<file path="src/shared/cis_pkg.sv">
package cis_pkg;
    localparam int DATA_W = 8;
    localparam int ADDR_W = 8;
    localparam int NUM_SRC = 7;

    localparam logic [ADDR_W-1:0] ADDR_IRQ_ENABLE = 8'h09;
    localparam logic [ADDR_W-1:0] ADDR_IRQ_ACTIVE = 8'h0A;
    localparam logic [ADDR_W-1:0] ADDR_STATUS_ONE = 8'h0B;
    localparam logic [ADDR_W-1:0] ADDR_STATUS_TWO = 8'h0C;

    localparam logic [NUM_SRC-1:0] IRQ_ENABLE_RESET = 7'h00;
    localparam logic [NUM_SRC-1:0] IRQ_ACTIVE_RESET = 7'h00;
    localparam logic [DATA_W-1:0] READ_ZERO = 8'h00;

    // Interrupt source bit positions
    localparam int SRC_INPUT_LEVEL = 0;
    localparam int SRC_CHARGE_MODE = 1;
    localparam int SRC_BATTERY_LEVEL = 2;
    localparam int SRC_THERMISTOR = 3;
    localparam int SRC_OVERTEMP = 4;
    localparam int SRC_WATCHDOG = 5;
    localparam int SRC_THERMAL_LIMIT = 6;

    // Charger state codes
    localparam logic [2:0] CHG_OFF = 3'h0;
    localparam logic [2:0] CHG_TRICKLE = 3'h1;
    localparam logic [2:0] CHG_FAST_CC = 3'h2;
    localparam logic [2:0] CHG_FAST_CV = 3'h3;
    localparam logic [2:0] CHG_COMPLETE = 3'h4;
    localparam logic [2:0] CHG_REGULATOR = 3'h5;
    localparam logic [2:0] CHG_TIMER_EXPIRED = 3'h6;
    localparam logic [2:0] CHG_BATT_DETECT = 3'h7;

    // Watchdog expiry grace after the alarm
    localparam longint CLK_HZ = 50_000_000;
    localparam longint WD_GRACE_SHORT_S = 2;
    localparam longint WD_GRACE_LONG_S = 4;
    localparam longint WD_GRACE_SHORT_CYC = WD_GRACE_SHORT_S * CLK_HZ;
    localparam longint WD_GRACE_LONG_CYC = WD_GRACE_LONG_S * CLK_HZ;
    localparam int WD_CNT_W = 28;
    localparam logic [WD_CNT_W-1:0] WD_CNT_ZERO = 28'h0000000;
    localparam logic [WD_CNT_W-1:0] WD_CNT_ONE = 28'h0000001;

    typedef struct packed {
        logic input_overvoltage_flag;
        logic input_good_flag;
        logic input_current_limited_flag;
        logic die_temp_limited_flag;
        logic [2:0] charger_state;
    } cis_analog_status_t;

    typedef struct packed {
        logic overtemp_event;
        logic thermistor_event;
        logic battery_level_event;
        logic watchdog_alarm;
    } cis_events_t;

    typedef struct packed {
        logic wr;
        logic rd;
        logic [ADDR_W-1:0] addr;
        logic [DATA_W-1:0] wdata;
    } cis_reg_req_t;
endpackage

</file>
<file path="src/logic/cis_charger_interrupt_status_regs.sv">
`timescale 1ns/1ps
`default_nettype none
module cis_charger_interrupt_status_regs #(
    parameter logic [27:0] WD_GRACE_SHORT = 28'(cis_pkg::WD_GRACE_SHORT_CYC),
    parameter logic [27:0] WD_GRACE_LONG = 28'(cis_pkg::WD_GRACE_LONG_CYC)
) (
    input wire logic ref_clk_in,
    input wire logic rst_in,
    input wire cis_pkg::cis_reg_req_t reg_req_in,
    input wire cis_pkg::cis_analog_status_t status_in,
    input wire cis_pkg::cis_events_t events_in,
    input wire logic [cis_pkg::DATA_W-1:0] status_two_in,
    input wire logic watchdog_long_period_in,
    input wire logic watchdog_kick_in,
    output logic [cis_pkg::DATA_W-1:0] rd_data_out,
    output logic rd_valid_out,
    output logic irq_out,
    output logic watchdog_expired_out
);
    logic [cis_pkg::NUM_SRC-1:0] irq_enable_ff, nxt_irq_enable;
    logic [cis_pkg::NUM_SRC-1:0] irq_active_ff, nxt_irq_active;
    cis_pkg::cis_analog_status_t status_ff, nxt_status;
    logic charge_done_latch_ff, nxt_charge_done_latch;
    logic [cis_pkg::DATA_W-1:0] rd_data_ff, nxt_rd_data;
    logic rd_valid_ff, nxt_rd_valid;
    logic irq_ff, nxt_irq;
    logic wd_run_ff, nxt_wd_run;
    logic [cis_pkg::WD_CNT_W-1:0] wd_cnt_ff, nxt_wd_cnt;
    logic wd_expired_ff, nxt_wd_expired;

    logic [cis_pkg::NUM_SRC-1:0] src_event;
    logic [cis_pkg::NUM_SRC-1:0] src_set;
    logic [cis_pkg::NUM_SRC-1:0] src_clr;
    logic [cis_pkg::DATA_W-1:0] status_one_word;
    logic rd_active;
    logic wr_enable;
    logic input_level_change;
    logic charge_mode_change;
    logic die_temp_rise;
    logic charge_start;
    logic charge_end;
    logic [cis_pkg::WD_CNT_W-1:0] wd_load;

    // Status sampled once so events are edges of a registered copy
    always_comb begin
        nxt_status = status_in;
    end

    // Level inputs become events by comparing against last cycle's copy
    assign input_level_change =
        (status_in.input_good_flag != status_ff.input_good_flag) ||
        (status_in.input_overvoltage_flag != status_ff.input_overvoltage_flag);
    assign charge_mode_change = (status_in.charger_state != status_ff.charger_state);
    assign die_temp_rise = status_in.die_temp_limited_flag && !status_ff.die_temp_limited_flag;

    always_comb begin
        src_event = '0;
        src_event[cis_pkg::SRC_INPUT_LEVEL] = input_level_change;
        src_event[cis_pkg::SRC_CHARGE_MODE] = charge_mode_change;
        src_event[cis_pkg::SRC_BATTERY_LEVEL] = events_in.battery_level_event;
        src_event[cis_pkg::SRC_THERMISTOR] = events_in.thermistor_event;
        src_event[cis_pkg::SRC_OVERTEMP] = events_in.overtemp_event;
        src_event[cis_pkg::SRC_WATCHDOG] = events_in.watchdog_alarm;
        src_event[cis_pkg::SRC_THERMAL_LIMIT] = die_temp_rise;
    end

    assign rd_active = reg_req_in.rd && (reg_req_in.addr == cis_pkg::ADDR_IRQ_ACTIVE);

    // Read of the active register clears it; a same-cycle event survives
    for (genvar i = 0; i < cis_pkg::NUM_SRC; i++) begin : g_src
        assign src_set[i] = src_event[i] && irq_enable_ff[i];
        assign src_clr[i] = rd_active;
        always_comb begin
            nxt_irq_active[i] = src_set[i] || (irq_active_ff[i] && !src_clr[i]);
        end
    end

    // Charge done latch: only a new charge start clears it
    assign charge_start = (status_in.charger_state == cis_pkg::CHG_TRICKLE) ||
                          (status_in.charger_state == cis_pkg::CHG_FAST_CC);
    assign charge_end = (status_in.charger_state == cis_pkg::CHG_COMPLETE);

    always_comb begin
        nxt_charge_done_latch = charge_done_latch_ff;
        if (charge_start) begin
            nxt_charge_done_latch = 1'b0;
        end
        // Set wins so a completion seen in the same cycle is never lost
        if (charge_end) begin
            nxt_charge_done_latch = 1'b1;
        end
    end

    always_comb begin
        status_one_word = {status_ff.input_overvoltage_flag,
                           status_ff.input_good_flag,
                           status_ff.input_current_limited_flag,
                           status_ff.die_temp_limited_flag,
                           charge_done_latch_ff,
                           status_ff.charger_state};
    end

    // Register port: only the enable register takes writes
    assign wr_enable = reg_req_in.wr && (reg_req_in.addr == cis_pkg::ADDR_IRQ_ENABLE);

    always_comb begin
        nxt_irq_enable = irq_enable_ff;
        if (wr_enable) begin
            nxt_irq_enable = reg_req_in.wdata[cis_pkg::NUM_SRC-1:0];
        end
    end

    // Zero when idle, so a stale byte never looks like an answer
    always_comb begin
        nxt_rd_valid = reg_req_in.rd;
        nxt_rd_data = cis_pkg::READ_ZERO;
        if (reg_req_in.rd) begin
            case (reg_req_in.addr)
                cis_pkg::ADDR_IRQ_ENABLE: nxt_rd_data = {1'b0, irq_enable_ff};
                cis_pkg::ADDR_IRQ_ACTIVE: nxt_rd_data = {1'b0, irq_active_ff};
                cis_pkg::ADDR_STATUS_ONE: nxt_rd_data = status_one_word;
                cis_pkg::ADDR_STATUS_TWO: nxt_rd_data = status_two_in;
                default: nxt_rd_data = cis_pkg::READ_ZERO;
            endcase
        end
    end

    // New active bits feed the output so it rises with the flag
    always_comb begin
        nxt_irq = |(nxt_irq_active & irq_enable_ff);
    end

    // Period is taken at the alarm; changing it mid-countdown has no effect
    assign wd_load = watchdog_long_period_in ? WD_GRACE_LONG : WD_GRACE_SHORT;

    // Watchdog grace: expiry a fixed time after the alarm unless kicked
    always_comb begin
        nxt_wd_run = wd_run_ff;
        nxt_wd_cnt = wd_cnt_ff;
        nxt_wd_expired = 1'b0;
        if (watchdog_kick_in) begin
            nxt_wd_run = 1'b0;
            nxt_wd_cnt = cis_pkg::WD_CNT_ZERO;
        end else if (events_in.watchdog_alarm && !wd_run_ff) begin
            nxt_wd_run = 1'b1;
            nxt_wd_cnt = wd_load;
        end else if (wd_run_ff) begin
            if (wd_cnt_ff <= cis_pkg::WD_CNT_ONE) begin
                nxt_wd_run = 1'b0;
                nxt_wd_cnt = cis_pkg::WD_CNT_ZERO;
                nxt_wd_expired = 1'b1;
            end else begin
                nxt_wd_cnt = wd_cnt_ff - cis_pkg::WD_CNT_ONE;
            end
        end
    end

    // Register port state
    always_ff @(posedge ref_clk_in) begin
        if (rst_in) begin
            irq_enable_ff <= cis_pkg::IRQ_ENABLE_RESET;
            rd_data_ff <= cis_pkg::READ_ZERO;
            rd_valid_ff <= 1'b0;
        end else begin
            irq_enable_ff <= nxt_irq_enable;
            rd_data_ff <= nxt_rd_data;
            rd_valid_ff <= nxt_rd_valid;
        end
    end

    // Interrupt state
    always_ff @(posedge ref_clk_in) begin
        if (rst_in) begin
            irq_active_ff <= cis_pkg::IRQ_ACTIVE_RESET;
            irq_ff <= 1'b0;
        end else begin
            irq_active_ff <= nxt_irq_active;
            irq_ff <= nxt_irq;
        end
    end

    // Status copy and done latch
    always_ff @(posedge ref_clk_in) begin
        if (rst_in) begin
            status_ff <= '0;
            charge_done_latch_ff <= 1'b0;
        end else begin
            status_ff <= nxt_status;
            charge_done_latch_ff <= nxt_charge_done_latch;
        end
    end

    // Watchdog grace state
    always_ff @(posedge ref_clk_in) begin
        if (rst_in) begin
            wd_run_ff <= 1'b0;
            wd_cnt_ff <= cis_pkg::WD_CNT_ZERO;
            wd_expired_ff <= 1'b0;
        end else begin
            wd_run_ff <= nxt_wd_run;
            wd_cnt_ff <= nxt_wd_cnt;
            wd_expired_ff <= nxt_wd_expired;
        end
    end

    assign rd_data_out = rd_data_ff;
    assign rd_valid_out = rd_valid_ff;
    assign irq_out = irq_ff;
    assign watchdog_expired_out = wd_expired_ff;
endmodule
`default_nettype wire

</file>
<file path="config.mk">
export PLATFORM = sky130hd
export DESIGN_NAME = cis_charger_interrupt_status_regs
export DESIGN_NICKNAME = d
export VERILOG_FILES = /design/src/shared/cis_pkg.sv /design/src/logic/cis_charger_interrupt_status_regs.sv
export SDC_FILE = /design/constraint.sdc
export NUM_CORES = 1
export LEC_CHECK = 0
export BUFFER_PORTS_ARGS = -buffer_cell sky130_fd_sc_hd__buf_2
export CORE_MARGIN = 1.5
export CORE_UTILIZATION = 60
export CTS_BUF_LIST = sky130_fd_sc_hd__clkbuf_8
export CTS_CLUSTER_SIZE = 20
export DETAILED_ROUTE_END_ITERATION = 10
export PLACE_DENSITY = 0.86
export SYNTH_ARGS = -nofsm -noshare
export SYNTH_HDL_FRONTEND = slang
export SYNTH_SLANG_ARGS = --single-unit
</file>
<file path="constraint.sdc">
create_clock -name ref_clk_in -period 4.94 [get_ports ref_clk_in]
set_input_delay 0.741 -clock ref_clk_in [delete_from_list [all_inputs] [get_ports ref_clk_in]]
set_output_delay 0.741 -clock ref_clk_in [all_outputs]
set_load 0.02 [all_outputs]
</file>
==> Word level (Yosys, flattened, before mapping) <==
Index checks and enable logic that the tools add are counted.
{ "word_totals": {"regBits": 62, "input_bits": 41, "output_inout_bits": 11, "word_cells": 76} }
{ "classes": {"add_sub_neg": 1, "magnitude_cmp": 1, "n_eq_ne": 10, "muxes": 11, "n_bitwise": 3, "n_reduce_logical": 36} }
{ "ops": {"columns": ["operator", "n"], "rows": [
  ["$mux 28", 4],
  ["$eq 8x4->1 const B", 4],
  ["$pmux 8 s4", 1],
  ["$le 28x1->1 const B", 1],
  ["$sub 28x1->28 const B", 1],
  ["$logic_and 1x1->1", 18],
  ["$logic_or 1x1->1", 9],
  ["$and 7x7->7", 1],
  ["$reduce_or 7->1", 1],
  ["$mux 1", 6],
  ["$reduce_bool 2->1", 2],
  ["$reduce_or 2->1", 2],
  ["$reduce_or 4->1", 1],
  ["$eq 3x1->1 const B", 1],
  ["$eq 3x2->1 const B", 1],
  ["$eq 3x3->1 const B", 1],
  ["$logic_not 1->1", 3],
  ["$ne 3x3->1", 1],
  ["$ne 1x1->1", 2],
  ["$not 1->1", 2]
]} }

==> Longest topological paths before layout <==
Gate-level depths: netlist of run 1.
{ "logic_depth": {"depth_word": 7, "ltp_mapped": 8, "ltp_nobuf": 7} }

==> Worst setup path after synthesis of run 1 <==
No wires, ideal clock.
{ "synth_path": {"kind": "input to register", "from": "in reg_req_in[13] (netlist bit)", "to": "reg rd_data_ff, in the netlist rd_data_out[3]", "setup_time_ps": 76, "arrival_time_ps": 2123, "required_time_ps": 4864, "slack_ps": 2741, "stages": 6, "path_buffers": 1, "cell_sequence": "nor4_1 -> nand2_1 -> nor3_1 -> buf_2 -> a22oi_1 -> a21oi_1"} }
{ "synth_between": {"elab_chain_cells": 2, "word_cells_on_any_way": 5, "cone_classes": "eq/ne: 4; mux: 1"} }
{ "synth_rtl": {"columns": ["item", "line_no", "source"], "rows": [
  ["from (decl)", "cis_charger_interrupt_status_regs.sv:9", "input wire cis_pkg::cis_reg_req_t reg_req_in,"],
  ["$eq 8x4->1", "cis_charger_interrupt_status_regs.sv:118", "case (reg_req_in.addr)"],
  ["$pmux 8 s4 (*)", "cis_charger_interrupt_status_regs.sv:118", null],
  ["to (signal assigned)", "cis_charger_interrupt_status_regs.sv:162", "rd_data_ff <= cis_pkg::READ_ZERO;"],
  ["to (signal assigned)", "cis_charger_interrupt_status_regs.sv:166", "rd_data_ff <= nxt_rd_data;"],
  ["to (decl)", "cis_charger_interrupt_status_regs.sv:24", "logic [cis_pkg::DATA_W-1:0] rd_data_ff, nxt_rd_data;"]
]} }
Every way passes the cells marked *; elsewhere a longest branch is shown, timed or not.
A chain may end at the register's enable or synchronous reset.

==> Final worst setup path of run 1 <==
{ "layout_path": {"from": "in rst_in", "to": "reg wd_cnt_ff[5] (netlist bit)"} }
{ "layout_between": {"elab_chain_cells": 1} }
{ "layout_rtl": {"columns": ["item", "line_no", "source"], "rows": [
  ["from (decl)", "cis_charger_interrupt_status_regs.sv:8", "input wire logic rst_in,"],
  ["$reduce_or 2->1 (no line)", null, null],
  ["to (signal assigned)", "cis_charger_interrupt_status_regs.sv:197", "wd_cnt_ff <= cis_pkg::WD_CNT_ZERO;"],
  ["to (signal assigned)", "cis_charger_interrupt_status_regs.sv:201", "wd_cnt_ff <= nxt_wd_cnt;"],
  ["to (decl)", "cis_charger_interrupt_status_regs.sv:28", "logic [cis_pkg::WD_CNT_W-1:0] wd_cnt_ff, nxt_wd_cnt;"]
]} }
No other way between the ends.

==> out/qor.yml, run 1 <==
p_seq_frac: 0.414
grt_pass1_wl_mm: 12.88
clock_latency_ns: 0.34
clk_pin_slew_ns: 0.07
arrival_ns: 2.87
synth_async_sr_flop_share: 0
hpwl_mm: 5.777
r2r-end: "wd_cnt_ff[26]$_SDFFE_PP0P_"
syn_nets: 419
hold_start: "irq_active_ff[1]$_SDFF_PP0_"
drt_iter0_markers: 294
overflow: 0
antenna_found_initial: 0
synth-edff-count: 0
leakage_nw: 1.404
rsz0062_at_grt: "false"
clockBufferDepth: 2
syn_area_per_cell_um2: 8.299
switching_share: 0.3104
critPathMaxFanout: 26
dieArea_mm2: 0.005642
nets: 461
finClkSkew_ns: 0.009093
period_minus_slack_ns: 2.609
grt_max_degree: 27
cts_root_buffer: "clkbuf_8"
yosys_warnings: 0
crit_path_cell_trace: "buf_2 > nor2_1 > nand2_1 > a31oi_1 > a31oi_1 > a31oi_1"
combPwrFrac: 0.217
io_buffers: 50
critPathRequiredTime_ns: 5.20
slew_violations: 0
status: "finished, final reports clean"
syn_area_mm2: 0.003120
whs_path_depth: 2
grt_pass1_vias: 2784
gp_congestion: 0.8607
rrSetupSlack_ns: 2.45
ant_nets: 0
cp.buffers_inverters: 1
path_delay_family: "compound AO/OA/AOI/OAI gates"
dpl_cell_area_mm2: 0.003377
hold_violations: 0
wire_per_inst_um: 16.86
worst_pin_slew_ns: 1.024
vias_per_cell: 6.495
fin_setup_tns_ns: 0
cts_max_level: 3
power_switching_w: 0.0004065
startpoint: "rst_in"
post_cts_buffers: 0
ir_worst_vdd_uv: 241.0
post-synth-top-area-fraction: 0.3978
fp.dieH_um: 75.12
min_path_type: "reg -> reg"
synth_cell_types: 64
slew_headroom: 0.3143
setup-violations-final: 0
die_x_um: 75.12
powerDensity_mw_per_mm2: 364.7
post-route-drc-count: 0
cp-end-kind: "flip-flop"
ys_seq_area_frac: 0.3978
coreArea_mm2: 0.005075
io_pins: 52
cts_made_buffers: 9
first_pass_iters: 7
fmax_mhz: 383.2
max-cap-violations: 0
cts_hold_buf: 0
vias: 3202
multi_input_area_mm2: 0.001768
cts_tree: "built"
synth_ff_type: "dfxtp_1"
initial_utilization: 0.6149
synth-seq-cells: 62
timing_worst_setup_path_type: "in -> reg"
period_share: 0.5282
drive_gt1_frac: 0.2057
post-synth-top-count-cell: "dfxtp_1"
worst_path_max_delay_cell: "a31oi_1"
antenna_cells: 0
cts_resized: 0
synth_largest_area_cell: "dfxtp_1"
nFillCells: 427
cpMostUsedCell: "a31oi_1"
cts_sinks: 62
synth_area_leaders: "dfxtp_1, a21oi_1, nand2_1"
yosys-top-cells-count: "dfxtp_1, nand2_1, a21oi_1"
gr-usage-all-layers: 0.3020
timing.rr.start: "wd_cnt_ff[0]$_SDFFE_PP0P_"
pwr-share-clk: 0.369
hold_end: "irq_active_ff[1]$_SDFF_PP0_"
slowest_delay_ns: 0.81
rows: 26
syn_to_final_growth_pct: 15.08
ff2ff_path_depth: 7
p_int_w: 0.0009032
wl_mm: 8.314
regArea_mm2: 0.001241
syn_inst: 376
final_area_mm2: 0.003591
start_kind: "input port"
[how the worst max path moves through the flow]
stage                                      endpoint  slack [ns]  cells after the start
after floorplan           rd_data_out[3]$_SDFF_PP0_        2.74                      6
after global placement    wd_cnt_ff[5]$_SDFFE_PP0P_        2.13                      6
after detailed placement  wd_cnt_ff[5]$_SDFFE_PP0P_        2.10                      6
after global routing      wd_cnt_ff[5]$_SDFFE_PP0P_        2.18                      6
after CTS                 wd_cnt_ff[5]$_SDFFE_PP0P_        2.42                      6
final                     wd_cnt_ff[5]$_SDFFE_PP0P_        2.33                      6
[worst register-to-register path: cells and delay by family (launching register included)]
| kind | cells | cell delay (ns) |
|---|---|---|
| DFF | 1 | 0.37 |
| adders and majority gates | 1 | 0.26 |
| AOI/OAI and AO/OA | 1 | 0.17 |
| and+or+nand+nor | 4 | 1.54 |
| buffers and inverters | 1 | 0.09 |
[layer usage]
layer | vias up | global-route usage | share of wire
li1 | 1488 | - | -
met1 | 1518 | 0.4337 | 0.42
met2 | 169 | 0.4444 | 0.47
met3 | 27 | 0.04552 | 0.088
met4 | 0 | 0.1434 | 0.023
met5 | - | 0 | 0
[sequential cells by signal (all words and copies together) (netlist names)]
signal / count
charge_done_latch_ff: 1
watchdog_expired_out: 1
irq_out: 1
wd_cnt_ff: 28
rd_valid_out: 1
irq_active_ff: 7
irq_enable_ff: 7
status_ff: 7
wd_run_ff: 1
rd_data_out: 8
[power groups by stage]
| stage | combinational [W] | sequential [W] | clock (W) |
|---|---|---|---|
| finish | 0.000284 | 0.000543 | 0.000483 |
| global placement | 0.000265 | 0.000551 | 0 |
| detailed placement | 0.000272 | 0.000552 | 0 |
| global route | 0.000305 | 0.000545 | 0.000503 |
| CTS | 0.000277 | 0.000542 | 0.000484 |
| floorplan | 0.000220 | 0.000543 | 0 |
[area by class of cell]
cell class | instances | area share
Clock buffer | 9 | 0.03449
Clock inverter | 7 | 0.02509
Inverter | 6 | 0.006272
Multi-Input combinational cell | 288 | 0.4923
Sequential cell | 62 | 0.3456
Tap cell | 70 | 0.02439
Timing Repair Buffer | 51 | 0.07178
[placed cells by master, fill, tap and decap left out, types with 9 or more instances in the layout]
cell type,count
nor3_1,12
nand3_1,15
a31oi_1,12
a22oi_1,10
nor2b_1,11
clkbuf_8,9
o21ai_0,19
dfxtp_1,62
nand2_1,44
buf_2,50
nor4_1,10
nor2_1,29
a21oi_1,38
[cells by family (layout without fill, tap and decap cells)]
group	count (synthesis)	count (layout)	synth area share
flops	62	62	0.3978
mux	8	8	0.02847
xor+xnor	7	7	0.01965
compound gates	112	112	0.2350
fa+ha+maj	2	2	0.008018
simple gates	159	159	0.2755
buf+inv	26	73	0.03569
[per-stage QoR]
stage / util / hold slack, ns / setup WS (ns) / total power [W] / cells
2_1_floorplan: - / 0.4376 / 2.741 / 0.0007627 / 376
3_3_place_gp: 0.6654 / 0.4446 / 2.135 / 0.0008160 / 477
3_5_place_dp: 0.6654 / 0.4651 / 2.098 / 0.0008248 / 477
4_1_cts: 0.7076 / 0.4750 / 2.422 / 0.001303 / 493
5_1_grt: 0.7076 / 0.4924 / 2.180 / 0.001353 / 493
6_report: 0.7076 / 0.4739 / 2.331 / 0.001310 / 493
Power figures use the tool's default switching activity.
==> run 2: changes to the inputs <==
CORE_UTILIZATION = 58   (was 60)
PLACE_DENSITY = 0.84   (was 0.86)
clock period = 2.7 ns   (was 4.94 ns; I/O delays follow)
==> run 2 against run 1 <==
Net effect: power rose by 81%; register-to-register slack got worse by 2.2 ns; worst hold slack got worse by 0.19 ns; wire length fell by 0.81%; cell area rose by 1.0%; largest power group unchanged; worst setup slack got worse by 2.1 ns; global-route usage fell by 0.73 points; highest routed layer unchanged; clock power rose by 76%; flip-flop and latch count did not move; sequential share of layout area fell by 0.35 points.
==> out/qor.yml, run 2 (same netlist as run 1, synthesis figures left out) <==
overflow: 0
max-cap-violations: 0
finClkSkew_ns: 0.009188
gr-usage-all-layers: 0.2947
worst_pin_slew_ns: 1.038
largest_reg_flops: 28
critPathRequiredTime_ns: 2.93
drive_gt1_frac: 0.2191
io_pins: 52
combPwrFrac: 0.220
cts_max_level: 3
fin_setup_tns_ns: 0
critPathMaxFanout: 7
coreArea_mm2: 0.005140
switching_share: 0.3312
power_switching_w: 0.0007835
first_pass_iters: 6
io_buffers: 50
drt_iter0_markers: 399
post-route-drc-count: 0
hpwl_mm: 5.815
rsz0062_at_grt: "false"
vias: 3175
post_cts_buffers: 0
grt_max_degree: 17
setup_slack_ns: 0.2026
place_ws_ns: 0.2613
powerDensity_mw_per_mm2: 652.1
antenna_found_initial: 0
p_seq_frac: 0.420
vias_per_cell: 6.363
hold_violations: 0
nFillCells: 424
slew_headroom: 0.3051
nets: 467
clockBufferDepth: 2
ir_worst_vdd_uv: 509.3
antenna_cells: 0
period_minus_slack_ns: 2.497
fp.dieH_um: 76.35
pwr-share-clk: 0.360
clk_pin_slew_ns: 0.08
cts_tree: "built"
ant_nets: 0
p_int_w: 0.001582
fin_util: 0.7057
final_common_cell: "dfxtp_1"
cts_sinks: 62
wl_mm: 8.247
cts_hold_buf: 0
status: "finished, final reports clean"
die_x_um: 76.35
rows: 26
cts_root_buffer: "clkbuf_8"
min_path_type: "in -> reg"
gp_congestion: 0.8642
cts_resized: 0
cts_made_buffers: 9
syn_to_final_growth_pct: 16.24
start_kind: "flip-flop"
grt_pass1_wl_mm: 13.77
cp-end-kind: "flip-flop"
final_cell_mix: "dfxtp_1, buf_2, nand2_1"
fmax_mhz: 400.4
grt_pass1_vias: 2875
slew_violations: 0
leakage_nw: 1.423
dieArea_mm2: 0.005829
top_register: "wd_cnt_ff"
initial_utilization: 0.6071
clock_latency_ns: 0.35
arrival_ns: 2.73
timing_worst_setup_path_type: "reg -> reg"
wire_per_inst_um: 16.53
period_share: 0.9250
setup-violations-final: 0
==> run 2: power by group through the flow <==
stage / clock [W] / sequential (W) / combinational [W]
after detailed placement: 0 / 0.00101 / 0.000502
after CTS: 0.000861 / 0.000991 / 0.000508
after floorplan: 0 / 0.000993 / 0.000402
final: 0.000851 / 0.000993 / 0.000522
after global routing: 0.000902 / 0.000998 / 0.000566
after global placement: 0 / 0.00101 / 0.000489
==> run 2: final timing paths <==
path,cells after the start,startpoint,to,slack [ns]
setup / recovery,5,wd_cnt_ff[12]$_SDFFE_PP0P_,wd_cnt_ff[15]$_SDFFE_PP0P_,0.20
setup reg to reg,5,wd_cnt_ff[12]$_SDFFE_PP0P_,wd_cnt_ff[15]$_SDFFE_PP0P_,0.20
hold / removal,2,status_in[3],status_ff[3]$_SDFF_PP0_,0.28
hold reg to reg,1,wd_cnt_ff[27]$_SDFFE_PP0P_,wd_cnt_ff[27]$_SDFFE_PP0P_,0.47
==> run 2: critical path, cell delays in order (launching register included) <==
cell       delay (ns)
dfxtp_1          0.36
nor4_1           0.70
nand3_2          0.33
o31ai_2          0.65
a2bb2oi_1        0.25
a21oi_1          0.09
==> run 2: per-layer routing <==
layer	part of all wire	track usage
met5	0	0
met4	0.017	0.1056
met3	0.096	0.05868
met2	0.45	0.4536
met1	0.44	0.4109
==> run 2: through the flow <==
step	std cells	total power, W	instance area, µm²	hold WS (ns)
final	499	0.002365	3627	0.2829
after global routing	499	0.002466	3627	0.2964
after CTS	499	0.002360	3627	0.2809
after detailed placement	483	0.001513	3422	0.4571
after global placement	483	0.001499	3422	0.4469
after floorplan	376	0.001395	3120	0.4376
==> run 2: layout make-up <==
class | count | area, µm² | share of cell area
multi-input cells | 288 | 1768 | 0.4874
flip-flops and latches | 62 | 1241 | 0.3422
repair buffers | 57 | 302.8 | 0.08348
clock buffers | 9 | 123.9 | 0.03415
well taps | 70 | 87.58 | 0.02415
clock inverters | 7 | 81.33 | 0.02242
inverters | 6 | 22.52 | 0.006209
==> run 3: changes to the inputs <==
CORE_UTILIZATION = 52   (was 58)
PLACE_DENSITY = default   (was 0.84)
PLACE_DENSITY_LB_ADDON = 0.2   (was default)
==> run 3 against run 2 <==
Net effect: worst hold slack got worse by 0.014 ns; global-route usage down 2.9 points; non-clock buffer count is the same; cell area rose by 0.62%; combinational power is 1% lower; critical path depth is 2 higher; die area up 11%; first-iteration DRC count fell by 57%; via count is 3.4% lower; worst setup slack gained 0.11 ns; critical path type unchanged; largest cell class unchanged.
==> out/qor.yml, run 3 (same netlist as run 1, synthesis figures left out) <==
timing.rr.start: "wd_cnt_ff[0]$_SDFFE_PP0P_"
grt_max_degree: 25
place_ws_ns: 0.3303
timing_worst_setup_path_type: "reg -> reg"
wl_mm: 8.065
hold_start: "status_in[4]"
grt_pass1_vias: 2784
setup_slack_ns: 0.3076
cts_made_buffers: 9
status: "finished, final reports clean"
first_pass_iters: 5
slowest_delay_ns: 0.69
gp_congestion: 0.9010
multi_input_area_mm2: 0.001768
dieArea_mm2: 0.006475
rsz0062_at_grt: "false"
vias_per_cell: 6.099
worst_path_max_delay_cell: "or4b_1"
antenna_cells: 0
period_minus_slack_ns: 2.392
drive_gt1_frac: 0.2173
rrSetupSlack_ns: 0.31
setup-violations-final: 0
slew_violations: 0
top_register: "wd_cnt_ff"
post_cts_buffers: 0
cts_max_level: 3
ir_worst_vdd_uv: 324.0
clk_pin_slew_ns: 0.07
finClkSkew_ns: 0.01014
hpwl_mm: 5.747
worst_pin_slew_ns: 0.6340
clock_latency_ns: 0.35
leakage_nw: 1.439
final_area_mm2: 0.003650
final_cell_mix: "dfxtp_1, buf_2, nand2_1"
combPwrFrac: 0.212
switching_share: 0.2997
cts_hold_buf: 0
cts_sinks: 62
final_common_cell: "dfxtp_1"
overflow: 0
p_int_w: 0.001702
ff2ff_path_depth: 7
largest_reg_flops: 28
period_share: 0.8861
regArea_mm2: 0.001241
gr-usage-all-layers: 0.2656
coreArea_mm2: 0.005851
syn_to_final_growth_pct: 16.96
fp.dieH_um: 80.47
r2r-end: "wd_cnt_ff[26]$_SDFFE_PP0P_"
fmax_mhz: 418.0
wire_per_inst_um: 16.03
cts_root_buffer: "clkbuf_8"
vias: 3068
hold_end: "status_ff[4]$_SDFF_PP0_"
hold_violations: 0
max-cap-violations: 0
pwr-share-clk: 0.380
grt_pass1_wl_mm: 13.11
p_seq_frac: 0.408
cp.buffers_inverters: 1
cp-end-kind: "flip-flop"
slew_headroom: 0.5734
power_switching_w: 0.0007285
min_path_type: "in -> reg"
fin_setup_tns_ns: 0
post-route-drc-count: 0
nFillCells: 512
rows: 28
crit_path_cell_trace: "inv_1 > ha_1 > or4b_1 > nor2_8 > nand2_2 > or4_1 > a31oi_1"
io_buffers: 50
critPathRequiredTime_ns: 2.98
clockBufferDepth: 2
whs_path_depth: 2
critPathMaxFanout: 9
die_x_um: 80.47
worst_hold_slack_ns: 0.2688
dpl_cell_area_mm2: 0.003428
antenna_found_initial: 0
cts_resized: 0
start_kind: "flip-flop"
fin_util: 0.6238
nets: 467
initial_utilization: 0.5334
ant_nets: 0
drt_iter0_markers: 170
arrival_ns: 2.67
path_delay_family: "simple AND/OR/NAND/NOR gates"
powerDensity_mw_per_mm2: 666.0
cts_tree: "built"
io_pins: 52
==> run 3: changes by cell type in the layout (fill, tap and decap cells not counted) <==
| cell | before | now |
|---|---|---|
| clkbuf_8 | 9 | 11 |
| inv_6 | 3 | 0 |
| bufinv_16 | 1 | 2 |
| clkinv_2 | 0 | 2 |
| clkinvlp_4 | 1 | 0 |
| clkinv_4 | 2 | 0 |
==> run 3: worst max path at each step <==
stage | cells after the start | endpoint | start
2_1_floorplan | 8 | wd_cnt_ff[26]$_SDFFE_PP0P_ | wd_cnt_ff[0]$_SDFFE_PP0P_
3_3_place_gp | 7 | wd_cnt_ff[26]$_SDFFE_PP0P_ | wd_cnt_ff[0]$_SDFFE_PP0P_
3_5_place_dp | 7 | wd_cnt_ff[26]$_SDFFE_PP0P_ | wd_cnt_ff[0]$_SDFFE_PP0P_
4_1_cts | 7 | wd_cnt_ff[26]$_SDFFE_PP0P_ | wd_cnt_ff[0]$_SDFFE_PP0P_
5_1_grt | 7 | wd_cnt_ff[26]$_SDFFE_PP0P_ | wd_cnt_ff[0]$_SDFFE_PP0P_
6_report | 7 | wd_cnt_ff[26]$_SDFFE_PP0P_ | wd_cnt_ff[0]$_SDFFE_PP0P_
==> run 3: per-layer routing <==
layer  global-route usage  wire length (µm)  vias to the layer above
met3              0.06477               496                       20
met5                    0                 0                        -
met4               0.1224               200                        0
li1                     -                 -                     1495
met2               0.4529              3910                      115
met1               0.3121              3458                     1438
==> run 3: worst reg2reg max path, cell delays in order (launching register included) <==
cell and delay [ns]:
dfxtp_1 0.37, inv_1 0.08, ha_1 0.23, or4b_1 0.69, nor2_8 0.25, nand2_2 0.07
or4_1 0.47, a31oi_1 0.16
==> run 3: layout make-up <==
class | instances | share of cell area
inverters | 6 | 0.006171
flip-flops and latches | 62 | 0.3401
well taps | 75 | 0.02571
repair buffers | 57 | 0.08296
clock inverters | 4 | 0.01920
multi-input cells | 288 | 0.4844
clock buffers | 11 | 0.04148
==> run 3: through the flow <==
| stage | power (W) | cells |
|---|---|---|
| 2_1_floorplan | 0.001395 | 376 |
| 3_3_place_gp | 0.001504 | 488 |
| 4_1_cts | 0.002431 | 503 |
| 6_report | 0.002431 | 503 |
| 3_5_place_dp | 0.001511 | 488 |
| 5_1_grt | 0.002539 | 503 |
==> run 3: power groups by stage <==
stage / logic, W / registers [W] / clock network, W
detailed placement: 0.000500 / 0.00101 / 0
finish: 0.000515 / 0.000993 / 0.000923
global route: 0.000561 / 0.000998 / 0.000980
floorplan: 0.000402 / 0.000993 / 0
global placement: 0.000493 / 0.00101 / 0
CTS: 0.000504 / 0.000991 / 0.000937
